**src/tcic_pkg.sv**
```systemverilog
// Constants for the first timer's compare, capture and interrupt control block
`default_nettype none
package tcic_pkg;
    // ----------------------------------------------------------------
    // Register indices and byte addresses (byte address = index * 4)
    // ----------------------------------------------------------------
    localparam logic [7:0]  IDX_PIN_ACTION   = 8'h20;
    localparam logic [7:0]  IDX_IRQ_ENABLE1  = 8'h22;
    localparam logic [7:0]  IDX_FLAGS1       = 8'h23;
    localparam logic [7:0]  IDX_IRQ_ENABLE2  = 8'h24;
    localparam logic [7:0]  IDX_FLAGS2       = 8'h25;
    localparam logic [7:0]  IDX_AUX_CONTROL  = 8'h26;
    localparam int          ADDR_W           = 12;
    localparam logic [11:0] ADDR_PIN_ACTION  = {2'b00, IDX_PIN_ACTION, 2'b00};
    localparam logic [11:0] ADDR_IRQ_ENABLE1 = {2'b00, IDX_IRQ_ENABLE1, 2'b00};
    localparam logic [11:0] ADDR_FLAGS1      = {2'b00, IDX_FLAGS1, 2'b00};
    localparam logic [11:0] ADDR_IRQ_ENABLE2 = {2'b00, IDX_IRQ_ENABLE2, 2'b00};
    localparam logic [11:0] ADDR_FLAGS2      = {2'b00, IDX_FLAGS2, 2'b00};
    localparam logic [11:0] ADDR_AUX_CONTROL = {2'b00, IDX_AUX_CONTROL, 2'b00};

    // ----------------------------------------------------------------
    // Reset values and counter maximum
    // ----------------------------------------------------------------
    localparam logic [7:0]  RST_BYTE         = 8'h00;
    localparam logic [3:0]  RST_NIBBLE       = 4'h0;
    localparam logic [1:0]  RST_PRESCALE     = 2'h0;
    localparam logic [15:0] RST_COUNTER      = 16'h0000;
    localparam logic [15:0] COUNTER_MAX      = 16'hffff;
    localparam logic [31:0] RST_WORD         = 32'h0000_0000;

    // ----------------------------------------------------------------
    // Field positions
    // ----------------------------------------------------------------
    localparam int FLG1_CMP1      = 7;   // Compare 1..4 at 7..4
    localparam int FLG1_CH45      = 3;
    localparam int FLG1_CAP1      = 2;   // Capture 1..3 at 2..0
    localparam int FLG2_OVERFLOW  = 3;   // Within the upper nibble
    localparam int FLG2_PERIODIC  = 2;
    localparam int FLG2_ACC_OVF   = 1;
    localparam int FLG2_ACC_EDGE  = 0;
    localparam int AUX_CH45_SEL   = 0;
    localparam int AUX_SPECIAL    = 1;
    localparam int AUX_T3_OVR     = 2;
    localparam int AUX_T3_PR_LO   = 3;   // Two bits at 4..3

    // ----------------------------------------------------------------
    // Pin action codes and capture edge codes
    // ----------------------------------------------------------------
    localparam logic [1:0] ACT_DETACH = 2'b00;
    localparam logic [1:0] ACT_TOGGLE = 2'b01;
    localparam logic [1:0] ACT_LOW    = 2'b10;
    localparam logic [1:0] ACT_HIGH   = 2'b11;
    localparam logic [1:0] EDGE_RISE  = 2'b01;
    localparam logic [1:0] EDGE_FALL  = 2'b10;
    localparam logic [1:0] EDGE_ANY   = 2'b11;

    // ----------------------------------------------------------------
    // Timing
    // ----------------------------------------------------------------
    localparam int         PRESCALE_WINDOW_CYCLES = 64;
    localparam logic [6:0] PRESCALE_WINDOW = 7'(PRESCALE_WINDOW_CYCLES);
    localparam logic [3:0] DIV_LIMIT_1  = 4'h0;   // Divide by 1
    localparam logic [3:0] DIV_LIMIT_4  = 4'h3;
    localparam logic [3:0] DIV_LIMIT_8  = 4'h7;
    localparam logic [3:0] DIV_LIMIT_16 = 4'hf;
endpackage : tcic_pkg
`default_nettype wire

```
**src/tcic_timer1_ctrl.sv**
```systemverilog
// First timer compare pin action, interrupt flag/enable and prescale control
//
// Notes on behaviour
// [RULE1] Compare of channels 2-5 applies pair: 00 detach, 01 toggle, 10 low, 11 high.
// [RULE2] Channel 5 compare and pin action work only while the channel 4/5 select is clear.
// [RULE3] Each enable bit gates the flag at the same bit; compare 1-4 top, capture 3 bit 0.
// [RULE4] An interrupt is requested while a channel flag and its enable are both set.
// [RULE5] Shared 4/5 enable serves capture 4 when select is one, compare 5 when zero.
// [RULE6] Flags clear only where software writes a one to their bit position.
// [RULE7] Compare flags 1-4 set each time the counter equals the compare value.
// [RULE8] Shared 4/5 flag set by capture-4 edge or compare-5 match per select.
// [RULE9] Capture flags 1-3 set on each configured active edge of their input pin.
// [RULE10] Upper nibble of second enable gates second flags; overflow enable requests irq.
// [RULE11] Second enable register also holds periodic and two accumulator enables.
// [RULE12] Prescale select divides the counter clock by 1, 4, 8 or 16.
// [RULE13] In normal mode prescale takes one write, only within 64 cycles after reset.
// [RULE14] Prescale select also drives third timer prescale unless overridden.
// [RULE15] Overflow flag set when the counter rolls from FFFF to 0000.
// [RULE16] Low nibble of the second flag register always reads zero.
// [RULE17] Flags set regardless of their enable bits.
// [RULE18] Each source drives its own separate interrupt request.
// [RULE19] Pin action happens on every compare, whether or not the flag was cleared.
// [RULE20] Compare values are checked against the counter only in the first cycle of each new counter value.
// [RULE21] Writing zero leaves a flag alone; a set in the clearing cycle wins.
`timescale 1ns/1ps
`default_nettype none
module tcic_timer1_ctrl
    import tcic_pkg::*;
(
    input  wire logic               clk,
    input  wire logic               srst,
    // APB slave
    input  wire logic [ADDR_W-1:0]  paddr,
    input  wire logic               psel,
    input  wire logic               penable,
    input  wire logic               pwrite,
    input  wire logic [31:0]        pwdata,
    output logic      [31:0]        prdata,
    output logic                    pready,
    output logic                    pslverr,
    // Compare values, index 0 is channel 1
    input  wire logic [4:0][15:0]   compare_value,
    // Capture pins, index 0..3 is capture 1..4, with two edge bits each
    input  wire logic [3:0]         capture_pin,
    input  wire logic [7:0]         capture_edge_select,
    // Event pulses from the periodic and accumulator logic
    input  wire logic               periodic_event,
    input  wire logic               accumulator_overflow_event,
    input  wire logic               accumulator_edge_event,
    // Compare pins, index 0..3 is channel 2..5
    output logic      [3:0]         compare_pin,
    output logic      [3:0]         compare_pin_oe,
    // Counter, third timer prescale and interrupt requests
    output logic      [15:0]        free_running_counter,
    output logic      [1:0]         third_timer_prescale,
    output logic      [7:0]         irq_request1,
    output logic      [3:0]         irq_request2
);

    // ----------------------------------------------------------------
    // State
    // ----------------------------------------------------------------
    typedef struct packed {
        logic [7:0]  pin_action;      // compare_pin_action_control
        logic [7:0]  irq_enable1;     // capture_compare_irq_enable
        logic [7:0]  flags1;          // capture_compare_event_flags
        logic [3:0]  irq_enable2;     // Upper nibble of the second enable
        logic [1:0]  prescale;        // counter_prescale_select
        logic        prescale_locked;
        logic [3:0]  flags2;          // Upper nibble of the second flags
        logic [4:0]  aux;             // Select, special mode, third override
        logic [6:0]  boot_count;
        logic [3:0]  div_count;
        logic [15:0] counter;
        logic        tick;            // Counter took a new value
        logic [3:0]  cap_meta;
        logic [3:0]  cap_sync;
        logic [3:0]  cap_prev;
        logic [3:0]  pins;
        logic        ack;
        logic [31:0] rdata;
    } tcic_state_type;

    tcic_state_type state;
    tcic_state_type next_state;

    // ----------------------------------------------------------------
    // Decode and helpers
    // ----------------------------------------------------------------
    logic        access;
    logic        bus_write;
    logic        mapped;
    logic        ch45_sel;
    logic        special;
    logic        div_done;
    logic [3:0]  div_limit;
    logic [4:0]  match;
    logic [3:0]  cap_edge;
    logic [7:0]  set1;
    logic [3:0]  set2;
    logic [7:0]  read_byte;
    logic        prescale_ok;

    // Bus phase decode; writes land at the pready edge
    assign access    = psel & penable;
    assign bus_write = access & state.ack & pwrite;
    assign mapped    = (paddr == ADDR_PIN_ACTION) || (paddr == ADDR_IRQ_ENABLE1)
                    || (paddr == ADDR_FLAGS1) || (paddr == ADDR_IRQ_ENABLE2)
                    || (paddr == ADDR_FLAGS2) || (paddr == ADDR_AUX_CONTROL);
    assign ch45_sel  = state.aux[AUX_CH45_SEL];
    assign special   = state.aux[AUX_SPECIAL];

    // Prescaler terminal count
    always_comb begin
        unique case (state.prescale)                                 // RULE12
            2'b00: div_limit = DIV_LIMIT_1;
            2'b01: div_limit = DIV_LIMIT_4;
            2'b10: div_limit = DIV_LIMIT_8;
            2'b11: div_limit = DIV_LIMIT_16;
        endcase
    end
    assign div_done = (state.div_count == div_limit);

    // Compare once per new counter value, checked only in the tick cycle
    always_comb begin
        for (int i = 0; i < 5; i++) begin
            match[i] = state.tick && (state.counter == compare_value[i]); // RULE20
        end
    end

    // Edge detection on synchronised capture pins
    always_comb begin
        for (int i = 0; i < 4; i++) begin
            unique case (capture_edge_select[2*i +: 2])
                EDGE_RISE: cap_edge[i] = state.cap_sync[i] & ~state.cap_prev[i];
                EDGE_FALL: cap_edge[i] = ~state.cap_sync[i] & state.cap_prev[i];
                EDGE_ANY:  cap_edge[i] = state.cap_sync[i] ^ state.cap_prev[i];
                default:   cap_edge[i] = 1'b0;
            endcase
        end
    end

    // Flag set events, independent of the enables
    always_comb begin
        set1 = RST_BYTE;
        for (int i = 0; i < 4; i++) begin
            set1[FLG1_CMP1 - i] = match[i];                           // RULE7 RULE17
        end
        for (int i = 0; i < 3; i++) begin
            set1[FLG1_CAP1 - i] = cap_edge[i];                        // RULE9
        end
        set1[FLG1_CH45] = ch45_sel ? cap_edge[3] : match[4];          // RULE8 RULE2
        set2 = RST_NIBBLE;
        set2[FLG2_OVERFLOW] = div_done && (state.counter == COUNTER_MAX); // RULE15
        set2[FLG2_PERIODIC] = periodic_event;
        set2[FLG2_ACC_OVF]  = accumulator_overflow_event;
        set2[FLG2_ACC_EDGE] = accumulator_edge_event;
    end

    // Read multiplexer; unused bits read zero
    always_comb begin
        unique case (paddr)
            ADDR_PIN_ACTION:  read_byte = state.pin_action;
            ADDR_IRQ_ENABLE1: read_byte = state.irq_enable1;
            ADDR_FLAGS1:      read_byte = state.flags1;
            ADDR_IRQ_ENABLE2: read_byte = {state.irq_enable2, 2'b00, state.prescale};
            ADDR_FLAGS2:      read_byte = {state.flags2, RST_NIBBLE};     // RULE16
            ADDR_AUX_CONTROL: read_byte = {3'b000, state.aux};
            default:          read_byte = RST_BYTE;
        endcase
    end

    // One write, inside the window after reset, unless in special mode
    assign prescale_ok = special
                      || (!state.prescale_locked && state.boot_count < PRESCALE_WINDOW); // RULE13

    // ----------------------------------------------------------------
    // Next state
    // ----------------------------------------------------------------
    always_comb begin
        next_state = state;
        // Bus handshake: one wait cycle, read data captured in it
        next_state.ack = access & ~state.ack;
        if (access && !state.ack) begin
            next_state.rdata = {24'h00_0000, read_byte};
        end
        // Cycle count since reset, saturating
        if (state.boot_count < PRESCALE_WINDOW) begin
            next_state.boot_count = 7'(state.boot_count + 7'd1);
        end
        // Prescaler and free-running counter
        next_state.tick = div_done;
        if (div_done) begin
            next_state.div_count = RST_NIBBLE;
            next_state.counter   = 16'(state.counter + 16'd1);
        end else begin
            next_state.div_count = 4'(state.div_count + 4'd1);
        end
        // Capture pin synchronisers
        next_state.cap_meta = capture_pin;
        next_state.cap_sync = state.cap_meta;
        next_state.cap_prev = state.cap_sync;
        // Pin actions on every match, flag state ignored
        for (int i = 0; i < 4; i++) begin
            if (match[i + 1] && !(i == 3 && ch45_sel)) begin          // RULE2 RULE19
                unique case (state.pin_action[7 - 2*i -: 2])         // RULE1
                    ACT_DETACH: next_state.pins[i] = state.pins[i];
                    ACT_TOGGLE: next_state.pins[i] = ~state.pins[i];
                    ACT_LOW:    next_state.pins[i] = 1'b0;
                    ACT_HIGH:   next_state.pins[i] = 1'b1;
                endcase
            end
        end
        // Flags: clear where a one is written, set wins
        next_state.flags1 = state.flags1 | set1;                      // RULE21
        next_state.flags2 = state.flags2 | set2;
        if (bus_write && paddr == ADDR_FLAGS1) begin
            next_state.flags1 = (state.flags1 & ~pwdata[7:0]) | set1; // RULE6 RULE21
        end
        if (bus_write && paddr == ADDR_FLAGS2) begin
            next_state.flags2 = (state.flags2 & ~pwdata[7:4]) | set2; // RULE6 RULE21
        end
        // Plain register writes
        if (bus_write && paddr == ADDR_PIN_ACTION) begin
            next_state.pin_action = pwdata[7:0];
        end
        if (bus_write && paddr == ADDR_IRQ_ENABLE1) begin
            next_state.irq_enable1 = pwdata[7:0];                     // RULE3 RULE5
        end
        if (bus_write && paddr == ADDR_IRQ_ENABLE2) begin
            next_state.irq_enable2 = pwdata[7:4];                     // RULE10 RULE11
            if (prescale_ok) begin
                next_state.prescale = pwdata[1:0];                    // RULE13
            end
            if (!special) begin
                next_state.prescale_locked = 1'b1;
            end
        end
        if (bus_write && paddr == ADDR_AUX_CONTROL) begin
            next_state.aux = pwdata[4:0];
        end
    end

    // ----------------------------------------------------------------
    // State register
    // ----------------------------------------------------------------
    always_ff @(posedge clk) begin
        if (srst) begin
            state <= '0;
        end else begin
            state <= next_state;
        end
    end

    // ----------------------------------------------------------------
    // Outputs
    // ----------------------------------------------------------------
    // Bus answer
    assign pready  = access & state.ack;
    assign pslverr = access & state.ack & ~mapped;
    assign prdata  = state.rdata;

    // Compare pins driven while their pair is not detached; channel 5 also needs the select clear
    always_comb begin
        for (int i = 0; i < 4; i++) begin
            compare_pin_oe[i] = (state.pin_action[7 - 2*i -: 2] != ACT_DETACH)
                             && !(i == 3 && ch45_sel);                // RULE1 RULE2
        end
    end
    assign compare_pin = state.pins;

    // Separate request per source
    assign irq_request1 = state.flags1 & state.irq_enable1;           // RULE3 RULE4 RULE18
    assign irq_request2 = state.flags2 & state.irq_enable2;           // RULE10 RULE18

    // Counter and third timer prescale
    assign free_running_counter = state.counter;
    assign third_timer_prescale = state.aux[AUX_T3_OVR]
                               ? state.aux[AUX_T3_PR_LO +: 2] : state.prescale; // RULE14
endmodule : tcic_timer1_ctrl
`default_nettype wire

```
**config.mk**
```make
export PLATFORM = sky130hd
export DESIGN_NAME = tcic_timer1_ctrl
export DESIGN_NICKNAME = d
export VERILOG_FILES = /design/src/tcic_pkg.sv /design/src/tcic_timer1_ctrl.sv
export SDC_FILE = /design/constraint.sdc
export NUM_CORES = 1
export LEC_CHECK = 0
export ABC_CLOCK_PERIOD_IN_PS = 4600
export BUFFER_PORTS_ARGS = -buffer_cell sky130_fd_sc_hd__clkbuf_2
export CORE_MARGIN = 5
export CORE_UTILIZATION = 54
export CTS_CLUSTER_SIZE = 25
export DETAILED_ROUTE_END_ITERATION = 7
export PLACE_DENSITY = 0.87
export SYNTH_ARGS = -nofsm -noshare
export SYNTH_HDL_FRONTEND = slang
export SYNTH_SLANG_ARGS = --single-unit
```
**constraint.sdc**
```tcl
create_clock -name clk -period 4.6 [get_ports clk]
set_clock_uncertainty 0.15 [all_clocks]
set_input_delay 0.23 -clock clk [delete_from_list [all_inputs] [get_ports clk]]
set_output_delay 0.23 -clock clk [all_outputs]
set_load 0.005 [all_outputs]
```
# --- Word-level counts from Yosys, hierarchy flattened ---
# Cells that the tools add are included.
totals:
  reg_bits: 93
  latchBits: 0
  ramBits: 0
  mem_bits_ro: 0
  inputBits: 144
  out_inout_bits: 72
  wordCells: 166
  mem_count: 0
classes:
  n_addsub: 3
  multipliers: 0
  n_div: 0
  order_cmp: 1
  n_eq_ne: 40
  n_shift: 0
  n_mux: 14
  n_bitwise: 46
  n_reduce_logical: 41
op_table:
  columns: ["op", "n"]
  rows:
  - ["== test 16 bit", 5]
  - ["== test 12 x 8 -> 1 bit, second input constant", 6]
  - ["case mux 8 bit (6 select lines)", 1]
  - ["== test 2 bit, second input constant", 18]
  - ["case mux 1 bit (3 select lines)", 8]
  - ["NOT 1 bit", 19]
  - ["== test 2 x 1 -> 1 bit, second input constant", 9]
  - ["adder 16 x 1 -> 16 bit, second input constant", 1]
  - ["bitwise AND 8 bit", 2]
  - ["== test 16 bit, second input constant", 1]
  - ["logical AND 1 bit", 16]
  - ["OR 8 bit", 2]
  - ["case mux 4 bit (4 select lines)", 1]
  - ["bitwise AND 1 bit", 13]
  - ["AND reduction 2 bit", 6]
  - ["logical NOT 2 bit", 5]
  - ["bitwise AND 4 bit", 2]
  - ["two-way mux 8 bit", 1]
  - ["NOT 8 bit", 1]
  - ["OR 4 bit", 2]
  - ["nonzero test 2 bit", 4]
  - ["adder 7 x 1 -> 7 bit, second input constant", 1]
  - ["less-than comparator 7 bit, second input constant", 1]
  - ["logical OR 1 bit", 6]
  - ["9 further kinds", 14]

# --- Depth between registers and ports, before layout ---
# Gate-level depths: netlist (run 1).
depth:
  ltp_word: 8
  mapped_depth: 7
  mapped_depth_nobuf: 7

# --- Least setup slack after synthesis (run 1) ---
# Ideal clock, no wire load.
synth_path:
  path_type: "register to register"
  start: "register state[88] in the netlist's numbering"
  end: "register state, in the netlist free_running_counter[3]"
  setup_ps: 121
  arrival_ps: 1460
  slack_ps: 2869
  path_stages_with_launch: 6
  period_less_slack_ps: 1731
  cell_sequence: "dfxtp_1 nor4_1 nand2_1 clkbuf_1 a21oi_1 mux2_2"
synth_via:
  elab_chain_len: 3
synth_lines:
  columns: ["item", "line_no", "text"]
  rows:
  - ["start: declaration", "tcic_timer1_ctrl.sv:84", "tcic_state_type state;"]
  - ["start signal: assignment", "tcic_timer1_ctrl.sv:251", "state <= next_state;"]
  - ["== test 2 bit (tied with other cells)", "tcic_timer1_ctrl.sv:115", "unique case (state.prescale)"]
  - ["case mux 4 bit (4 select lines) *", "tcic_timer1_ctrl.sv:115", null]
  - ["== test 4 bit *", "tcic_timer1_ctrl.sv:122", "assign div_done = (state.div_count == div_limit);"]
# Mark *: on every way between the ends. The rest lies on a longest branch, timed or not.
# A chain may end at the register's enable or synchronous reset.

# --- Worst setup path after layout (run 1) ---
layout_path:
  start: "input port penable"
  end: "register state[106] in the netlist's numbering"
layout_via:
  elab_chain_len: 4
layout_lines:
  columns: ["item", "line_no", "text"]
  rows:
  - ["start: declaration", "tcic_timer1_ctrl.sv:35", "input wire logic penable,"]
  - ["bitwise AND 1 bit", "tcic_timer1_ctrl.sv:105", "assign access = psel & penable;"]
  - ["bitwise AND 1 bit (2 in a row)", "tcic_timer1_ctrl.sv:106", "assign bus_write = access & state.ack & pwrite;"]
  - ["logical AND 1 bit", "tcic_timer1_ctrl.sv:227", "if (bus_write && paddr == ADDR_IRQ_ENABLE1) begin"]
# No other way between the ends.

==> results of run 1 <==
synth_stat cells, drive strengths merged, types with 14 or more instances:
master  instances
dfxtp          93
buf            82
nor2           75
xor2           44
xnor2          42
a21oi          34
mux2i          33
nand2          30
nor2b          27
inv            26
nand3          23
o21ai          22
mux2           17
nand4          16
nor4           14
worst max-delay path, stage by stage:
cell and delay (ps):
dlygate4sd3_1 520, clkbuf_2 110, and4_1 160, and4_1 450
and3b_1 580, mux2i_1 280, nor2_1 60
metrics by stage:
stage	util	power [W]	setup slack (ps)	cell area (sq um)	instances
finish	0.632	0.00157	2250	6580	942
global route	0.632	0.00163	2170	6580	942
CTS	0.632	0.00158	2300	6580	942
detailed placement	0.602	0.00103	2310	6270	915
global placement	0.602	0.00102	2350	6270	915
floorplan	-	0.000965	2870	5880	703
cell type report:
cell class                      instances  area share
Clock inverter                          5     0.00894
Inverter                               26      0.0148
Timing Repair Buffer                  179       0.145
Tap cell                              136      0.0259
Multi-Input combinational cell        492       0.501
Clock buffer                           11      0.0215
Sequential cell                        93       0.283
cells by family after synthesis:
kind of cell / after synthesis / share of synthesized area
buffers and inverters: 118 / 0.125
AO/OA/AOI/OAI: 89 / 0.0980
other: 1 / 0.000647
flip-flops: 93 / 0.321
XOR/XNOR: 86 / 0.130
adder cells (fa/ha/maj): 11 / 0.0237
AND/OR/NAND/NOR: 230 / 0.204
multiplexers: 52 / 0.0978
registers in the layout, summed over array words and instances, names as in the netlist:
register	flops
compare_pin	4
prdata	8
free_running_counter	16
ch45_sel	1
special	1
state	55
next_state	8
timing repair:
action                    in CTS  in global routing
buffers inserted               0                  0
hold endpoints to repair      10                  0
hold buffers                  11                  0
final timing paths:
check                 startpoint        endpoint  slack (ps)  depth (start not counted)
setup reg to reg       state[32]      state[106]        2360                          5
hold / removal         pwdata[2]      state[103]          30                          3
hold reg to reg   next_state[43]  next_state[39]         300                          1
setup / recovery         penable      state[106]        2250                          7
per-layer routing:
layer	up-vias	wire length (um)
met1	2388	6060
met2	189	7540
li1	2477	-
met5	-	0
met3	16	1110
met4	0	136
where the power goes:
| part | switching (W) | internal [W] | leakage [nW] |
|---|---|---|---|
| combinational | 0.0000922 | 0.0000910 | 2.10 |
| clock | 0.000284 | 0.000267 | 0.0959 |
| sequential | 0.0000184 | 0.000818 | 0.754 |
| total | 0.000394 | 0.00118 | 2.95 |
==> results.cfg, run 1 <==
[global_routing]
grtUsageMet1 = 0.280
grt_usage = 0.222
grt_pass1_wl_mm = 23.5
grt_pass1_vias = 4891
grt_use_met2 = 0.391
antenna_found_initial = 0
top_usage_layer = met2
grt_max_degree = 57
grt-ovfl-total = 0
met3_usage = 0.0456

[yosys]
synth_cell_type_count = 52
synth_edf_count = 0
yosysTopAreaCellShare = 0.321
yosysTopAreaCell = dfxtp_1
ys_warn_count = 0
ys.flop_type = dfxtp_1
synth-seq-cells = 93
yosysSeqAreaShare = 0.321
synthArstFlopShare = 0
syn_inst = 680
synth_area_leaders = dfxtp_1 32%, buf_4 7.1%, xor2_1 6.6%
netlist_area_sq_um = 5800
avgSynthCellArea_sq_um = 8.52

[setup_path]
worst_ep_required_time_ps = 4650
start_kind = input port
path_class = input port to register
worstSetupEndpointType = register
worstPathMaxFanout = 10
crit_arrival_ps = 2410

[sta]
rsz0062_at_grt = no
worstMarginPinSlew_ps = 1020
post-route-period-util = 0.511
fin_tns_setup_ps = 0
hold_viol_final = 0
relSlewSlack = 0.320
fmax_ghz = 0.425
slew_violations = 0
layout_min_cycle_time_ps = 2350
hold_ws_ps = 26.9
setup_viol = 0

[die]
row_count = 37
die-area_sq_um = 12900
die_y_um = 114
boundaryPins = 216
design.core.area_sq_um = 10400
die_w_um = 114
start_util = 0.557

[status]
outcome = completed

[cts]
cts_max_level = 3
clk_latency_ps = 360
cts.sinks = 93
cts_tree = done
clk_pin_slew_ps = 90
cts_resized = 0
cts_max_path_buffers = 2
root_buffer = clkbuf_8
cts_made_buffers = 9

[job]
maxCapViolCount = 0

[layout]
layout.nets = 956
n_fill_cell = 904
diodes = 0
final_common_cell = clkbuf_2
multi_input_area_sq_um = 3300
most-common-layout-cells = 166 x clkbuf_2, 93 x dfxtp_1, 75 x nor2_1, 44 x xor2_1, 42 x xnor2_1
synthToLayoutAreaGrowth_pct = 13.5
seq_area_sq_um = 1860
final_layout_size_suffix_gt1_frac = 0.261

[power]
power_density_nw_per_um2 = 239
power.leakage_nw = 2.95
peakVddDrop_mv = 0.142

[drt]
wl_per_cell_um = 15.8
first_pass_iters = 5
antenna_left = 0
drc = 0
vias = 5070
drt_wl_total_mm = 14.8
drt_iter0_drc = 303
vias_per_cell = 5.38

[place]
gp_congestion = 0.844
io_buffers = 167
dp_hpwl_mm = 11.3

[worst_hold_path]
hp-class = input port to register
Power figures use the tool's default switching activity.
==> inputs of run 2 (changes only) <==
ABC_CLOCK_PERIOD_IN_PS = 2050   (was 4600)
CORE_UTILIZATION = 45   (was 54)
PLACE_DENSITY = 0.77   (was 0.87)
clock period = 2.05 ns   (was 4.6 ns; I/O delays follow)
==> results.cfg, run 2 (same netlist as run 1, synthesis figures left out) <==
[place]
postPlaceCellArea_sq_um = 6640
dp_hpwl_mm = 12.3
placedCellCount = 995
io_buffers = 167
gp_congestion = 0.879

[setup_path]
rr_startpoint = free_running_counter[7]
cp_slowest_cell = dfxtp_1
worstSetupEndpointType = register
start_kind = register
cp_cell_sequence = xor2_1 > nor4_2 > nand3_1 > or3_1 > a31oi_1
path_class = register to register
worst_ep_required_time_ps = 2160
cp_num_buf_inv = 0
critical_path.max_stage_delay_ps = 450
worstPathMaxFanout = 5
crit_arrival_ps = 2060
critPathTopFamily = simple AND/OR/NAND/NOR gates
setup.worst_path.start = free_running_counter[7]

[drt]
antenna_left = 0
drc = 0
vias = 5183
drt_wl_total_mm = 15.9
wl_per_cell_um = 15.4
first_pass_iters = 4
vias_per_cell = 5.01
drt_iter0_drc = 359

[sta]
hold_viol_final = 0
setup_viol = 0
post-route-period-util = 0.954
hold_ws_ps = 17.0
slew_violations = 0
layout_min_cycle_time_ps = 1950
rsz0062_at_grt = no
fmax_ghz = 0.512

[layout]
synthToLayoutAreaGrowth_pct = 24.7
finalNonFillerCells = 1035
regMostFlops = state
most-common-layout-cells = 166 x clkbuf_2, 87 x dfxtp_1, 75 x nor2_1, 46 x buf_4, 44 x xor2_1
final_common_cell = clkbuf_2
layout.nets = 1014
diodes = 0
largest_reg_flops = 55
final_layout_size_suffix_gt1_frac = 0.308
postLayoutCellArea_sq_um = 7230

[cts]
root_buffer = clkbuf_16
cts_made_buffers = 9
clk_latency_ps = 350
cts.sinks = 93
cts_max_path_buffers = 2
cts_max_level = 3
cts_tree = done
clk_pin_slew_ps = 70

[global_routing]
grt_pass1_wl_mm = 24.8
grt-ovfl-total = 0
grt_max_degree = 37
grt_pass1_vias = 5121
antenna_found_initial = 0
grt_usage = 0.208

[die]
row_count = 41
boundaryPins = 216
die_y_um = 124
die_w_um = 124
design.core.area_sq_um = 12600
die-area_sq_um = 15300
start_util = 0.459

[job]
maxCapViolCount = 0

[worst_hold_path]
hp-start = capture_edge_select[5]
hp-class = input port to register

[power]
power_density_nw_per_um2 = 559
combPwrFrac = 0.117
sw_frac_of_total = 0.250
sequentialPowerShare = 0.462
power.leakage_nw = 3.31
power.internal_w = 0.00303
peakVddDrop_mv = 0.358
pwr-share-clk = 0.421
p_switching_w = 0.00101

[status]
outcome = completed
==> run 2: changes by cell type in the layout (fill, tap and decap cells not counted), moves of 2 or more <==
cell,change
buf_4,+45
clkbuf_16,+9
clkbuf_8,-10
dfxtp_1,-6
dfxtp_2,+6
dlygate4sd3_1,+13
nor4_1,-3
nor4_2,+2
==> run 2: path summary, 6_finish.rpt <==
path	to	slack (ps)	depth (start not counted)
worst max-delay path	state[96]	100	5
worst min-delay path	state[93]	20	5
worst max register to register	state[96]	100	5
worst min register to register	next_state[37]	290	1
==> run 2: worst register-to-register path, stage by stage, from the launching register on <==
cell and delay (ps):
dfxtp_1 450, xor2_1 120, nor4_2 320, nand3_1 200, or3_1 400, a31oi_1 230
==> run 2: layout make-up <==
| class | count | area, sq um |
|---|---|---|
| flip-flops and latches | 93 | 1870 |
| clock inverters | 6 | 71.3 |
| inverters | 26 | 97.6 |
| clock buffers | 9 | 225 |
| well taps | 172 | 215 |
| multi-input cells | 492 | 3330 |
| fillers | 1127 | 5390 |
| repair buffers | 237 | 1420 |
==> run 2: what timing repair did <==
action                                 in CTS  in global routing
pin swaps                                   0                  1
hold buffers                               24                  0
buffers inserted                            0                  1
setup endpoints to repair                   3                  5
resized for setup                           2                 10
endpoints found under the hold margin      41                  0
==> run 2: metrics by stage <==
stage | worst slack (ps) | total power, W | setup TNS, ps | util
6_report | 95.2 | 0.00404 | 0 | 0.573
5_1_grt | 4.99 | 0.00421 | 0 | 0.573
4_1_cts | 21.6 | 0.00407 | 0 | 0.570
3_5_place_dp | -86.2 | 0.00233 | -86.2 | 0.526
3_3_place_gp | -81.1 | 0.00233 | -81.1 | 0.526
2_1_floorplan | 319 | 0.00216 | 0 | -
==> run 2: routing by layer <==
metal  vias up  routed length [um]  track usage
met2       156                7960        0.360
met4         0                 276       0.0630
met1      2409                6780        0.257
met5         -                   0            0
li1       2595                   -            -
met3        23                 893       0.0467
==> run 2: power groups by stage <==
stage	sequential [W]	combinational (W)	clock (W)
after floorplan	0.00189	0.000272	0
after global placement	0.00191	0.000419	0
after detailed placement	0.00191	0.000427	0
after CTS	0.00187	0.000469	0.00173
after global routing	0.00187	0.000527	0.00182
final	0.00187	0.000475	0.00170
==> inputs of run 3 (changes only) <==
PLACE_DENSITY = default   (was 0.77)
PLACE_DENSITY_LB_ADDON = 0.1   (was default)
==> results.cfg, run 3 (same netlist as run 1, synthesis figures left out) <==
[sta]
fin_tns_setup_ps = 0
layout_min_cycle_time_ps = 1950
hold_viol_final = 0
worst_slack_ps = 99.3
fmax_ghz = 0.513
slew_violations = 0
post-route-period-util = 0.952
rsz0062_at_grt = no
setup_viol = 0

[setup_path]
r2r-end = free_running_counter[7]
cp_cell_sequence = nand3_1 > nor2_2 > nand2_1 > a21oi_1 > mux2_2
rr_startpoint = free_running_counter[3]
worstSetupEndpointType = register
rrSetupSlack_ps = 100
start_kind = register
critical_path.max_stage_delay_ps = 570
path_class = register to register
worstPathMaxFanout = 6
worst_r2r_path_depth = 5
cp-endpoint = free_running_counter[7]
worst_ep_required_time_ps = 2130
cp_slowest_cell = dfxtp_1
crit_arrival_ps = 2030
setup.worst_path.start = free_running_counter[3]

[cts]
clk_pin_slew_ps = 60
cts.sinks = 93
root_buffer = clkbuf_16
cts_max_path_buffers = 2
cts_tree = done
post_cts_buffers = 0
cts_made_buffers = 9
clk_latency_ps = 350
cts_max_level = 3

[layout]
regMostFlops = state
diodes = 0
synthToLayoutAreaGrowth_pct = 24.2
layout.nets = 1015
largest_reg_flops = 55
final_common_cell = clkbuf_2
most-common-layout-cells = 166 x clkbuf_2, 87 x dfxtp_1, 73 x nor2_1, 49 x buf_4, 44 x xor2_1
n_fill_cell = 1193
final_layout_size_suffix_gt1_frac = 0.307

[global_routing]
grt_usage = 0.209
grt_pass1_wl_mm = 25.0
grt_max_degree = 43
grt-ovfl-total = 0
antenna_found_initial = 0
grt_pass1_vias = 5118

[drt]
first_pass_iters = 5
antenna_left = 0
wl_per_cell_um = 15.6
drt_iter0_drc = 329
drt_wl_total_mm = 16.1
drc = 0
vias = 5186
vias_per_cell = 5.01

[die]
die_w_um = 124
design.core.area_sq_um = 12600
die-area_sq_um = 15300
row_count = 41
die_y_um = 124
boundaryPins = 216
start_util = 0.459

[place]
gp_congestion = 0.855
io_buffers = 167
dp_hpwl_mm = 12.6
pre_cts_ws_ps = -96.0

[worst_hold_path]
hp-class = input port to register
hp-start = srst

[status]
outcome = completed

[job]
maxCapViolCount = 0

[power]
power_density_nw_per_um2 = 551
power.leakage_nw = 3.30
peakVddDrop_mv = 0.358
[run 3: changes by cell type in the layout (fill, tap and decap cells not counted), sizes merged]
cell,delta
buf,+3
clkbuf,+3
dlygate4sd3,-2
inv,-2
clkinv,-1
clkinvlp,-1
[run 3: stage by stage]
step,total power [W],instance area [sq um],util,hold WS (ps),instances
final,0.00397,7200,0.571,9.83,1035
after floorplan,0.00216,5880,-,69.9,703
after global routing,0.00413,7200,0.571,23.4,1035
after global placement,0.00233,6670,0.529,162,999
after CTS,0.00400,7180,0.569,1.53,1035
after detailed placement,0.00234,6670,0.529,168,999
[run 3: final cells by class]
cell class	count	area [sq um]	share of cell area
Clock buffer	12	246	0.0342
Inverter	26	97.6	0.0136
Clock inverter	2	35.0	0.00487
Tap cell	172	215	0.0299
Timing Repair Buffer	238	1420	0.198
Multi-Input combinational cell	492	3310	0.460
Sequential cell	93	1870	0.260
[run 3: where the power goes]
part	total (W)	leakage (nW)	switching, W	internal (W)
Clock	0.00163	0.139	0.000663	0.000963
Sequential	0.00187	0.757	0.0000277	0.00184
Combinational	0.000475	2.40	0.000234	0.000241
Total	0.00397	3.30	0.000925	0.00304
[run 3: worst min-delay path by stage]
stage | end | slack (ps) | cells after the start
after floorplan | state[82] | 70 | 2
after global placement | state[82] | 160 | 3
after detailed placement | next_state[44] | 170 | 2
after CTS | state[115] | 2 | 2
after global routing | state[83] | 20 | 2
final | state[83] | 10 | 2
[run 3: worst max-delay path: cells and delay by family, from the launching register on]
| family | cells | cell delay (ps) |
|---|---|---|
| compound gates | 1 | 180 |
| flops | 1 | 570 |
| mux | 1 | 350 |
| simple gates | 3 | 580 |
[run 3: routing by layer]
layer,vias up,global-route usage,share of wire
met3,21,0.0389,0.057
met2,167,0.359,0.50
met1,2408,0.264,0.43
met4,0,0.0685,0.018
met5,-,0,0
li1,2590,-,-
[run 3: what timing repair did]
action / CTS / global route
hold buffers: 22 / 0
endpoints found under the setup margin: 2 / 13
gates resized for setup: 1 / 9
hold endpoints to repair: 40 / 0
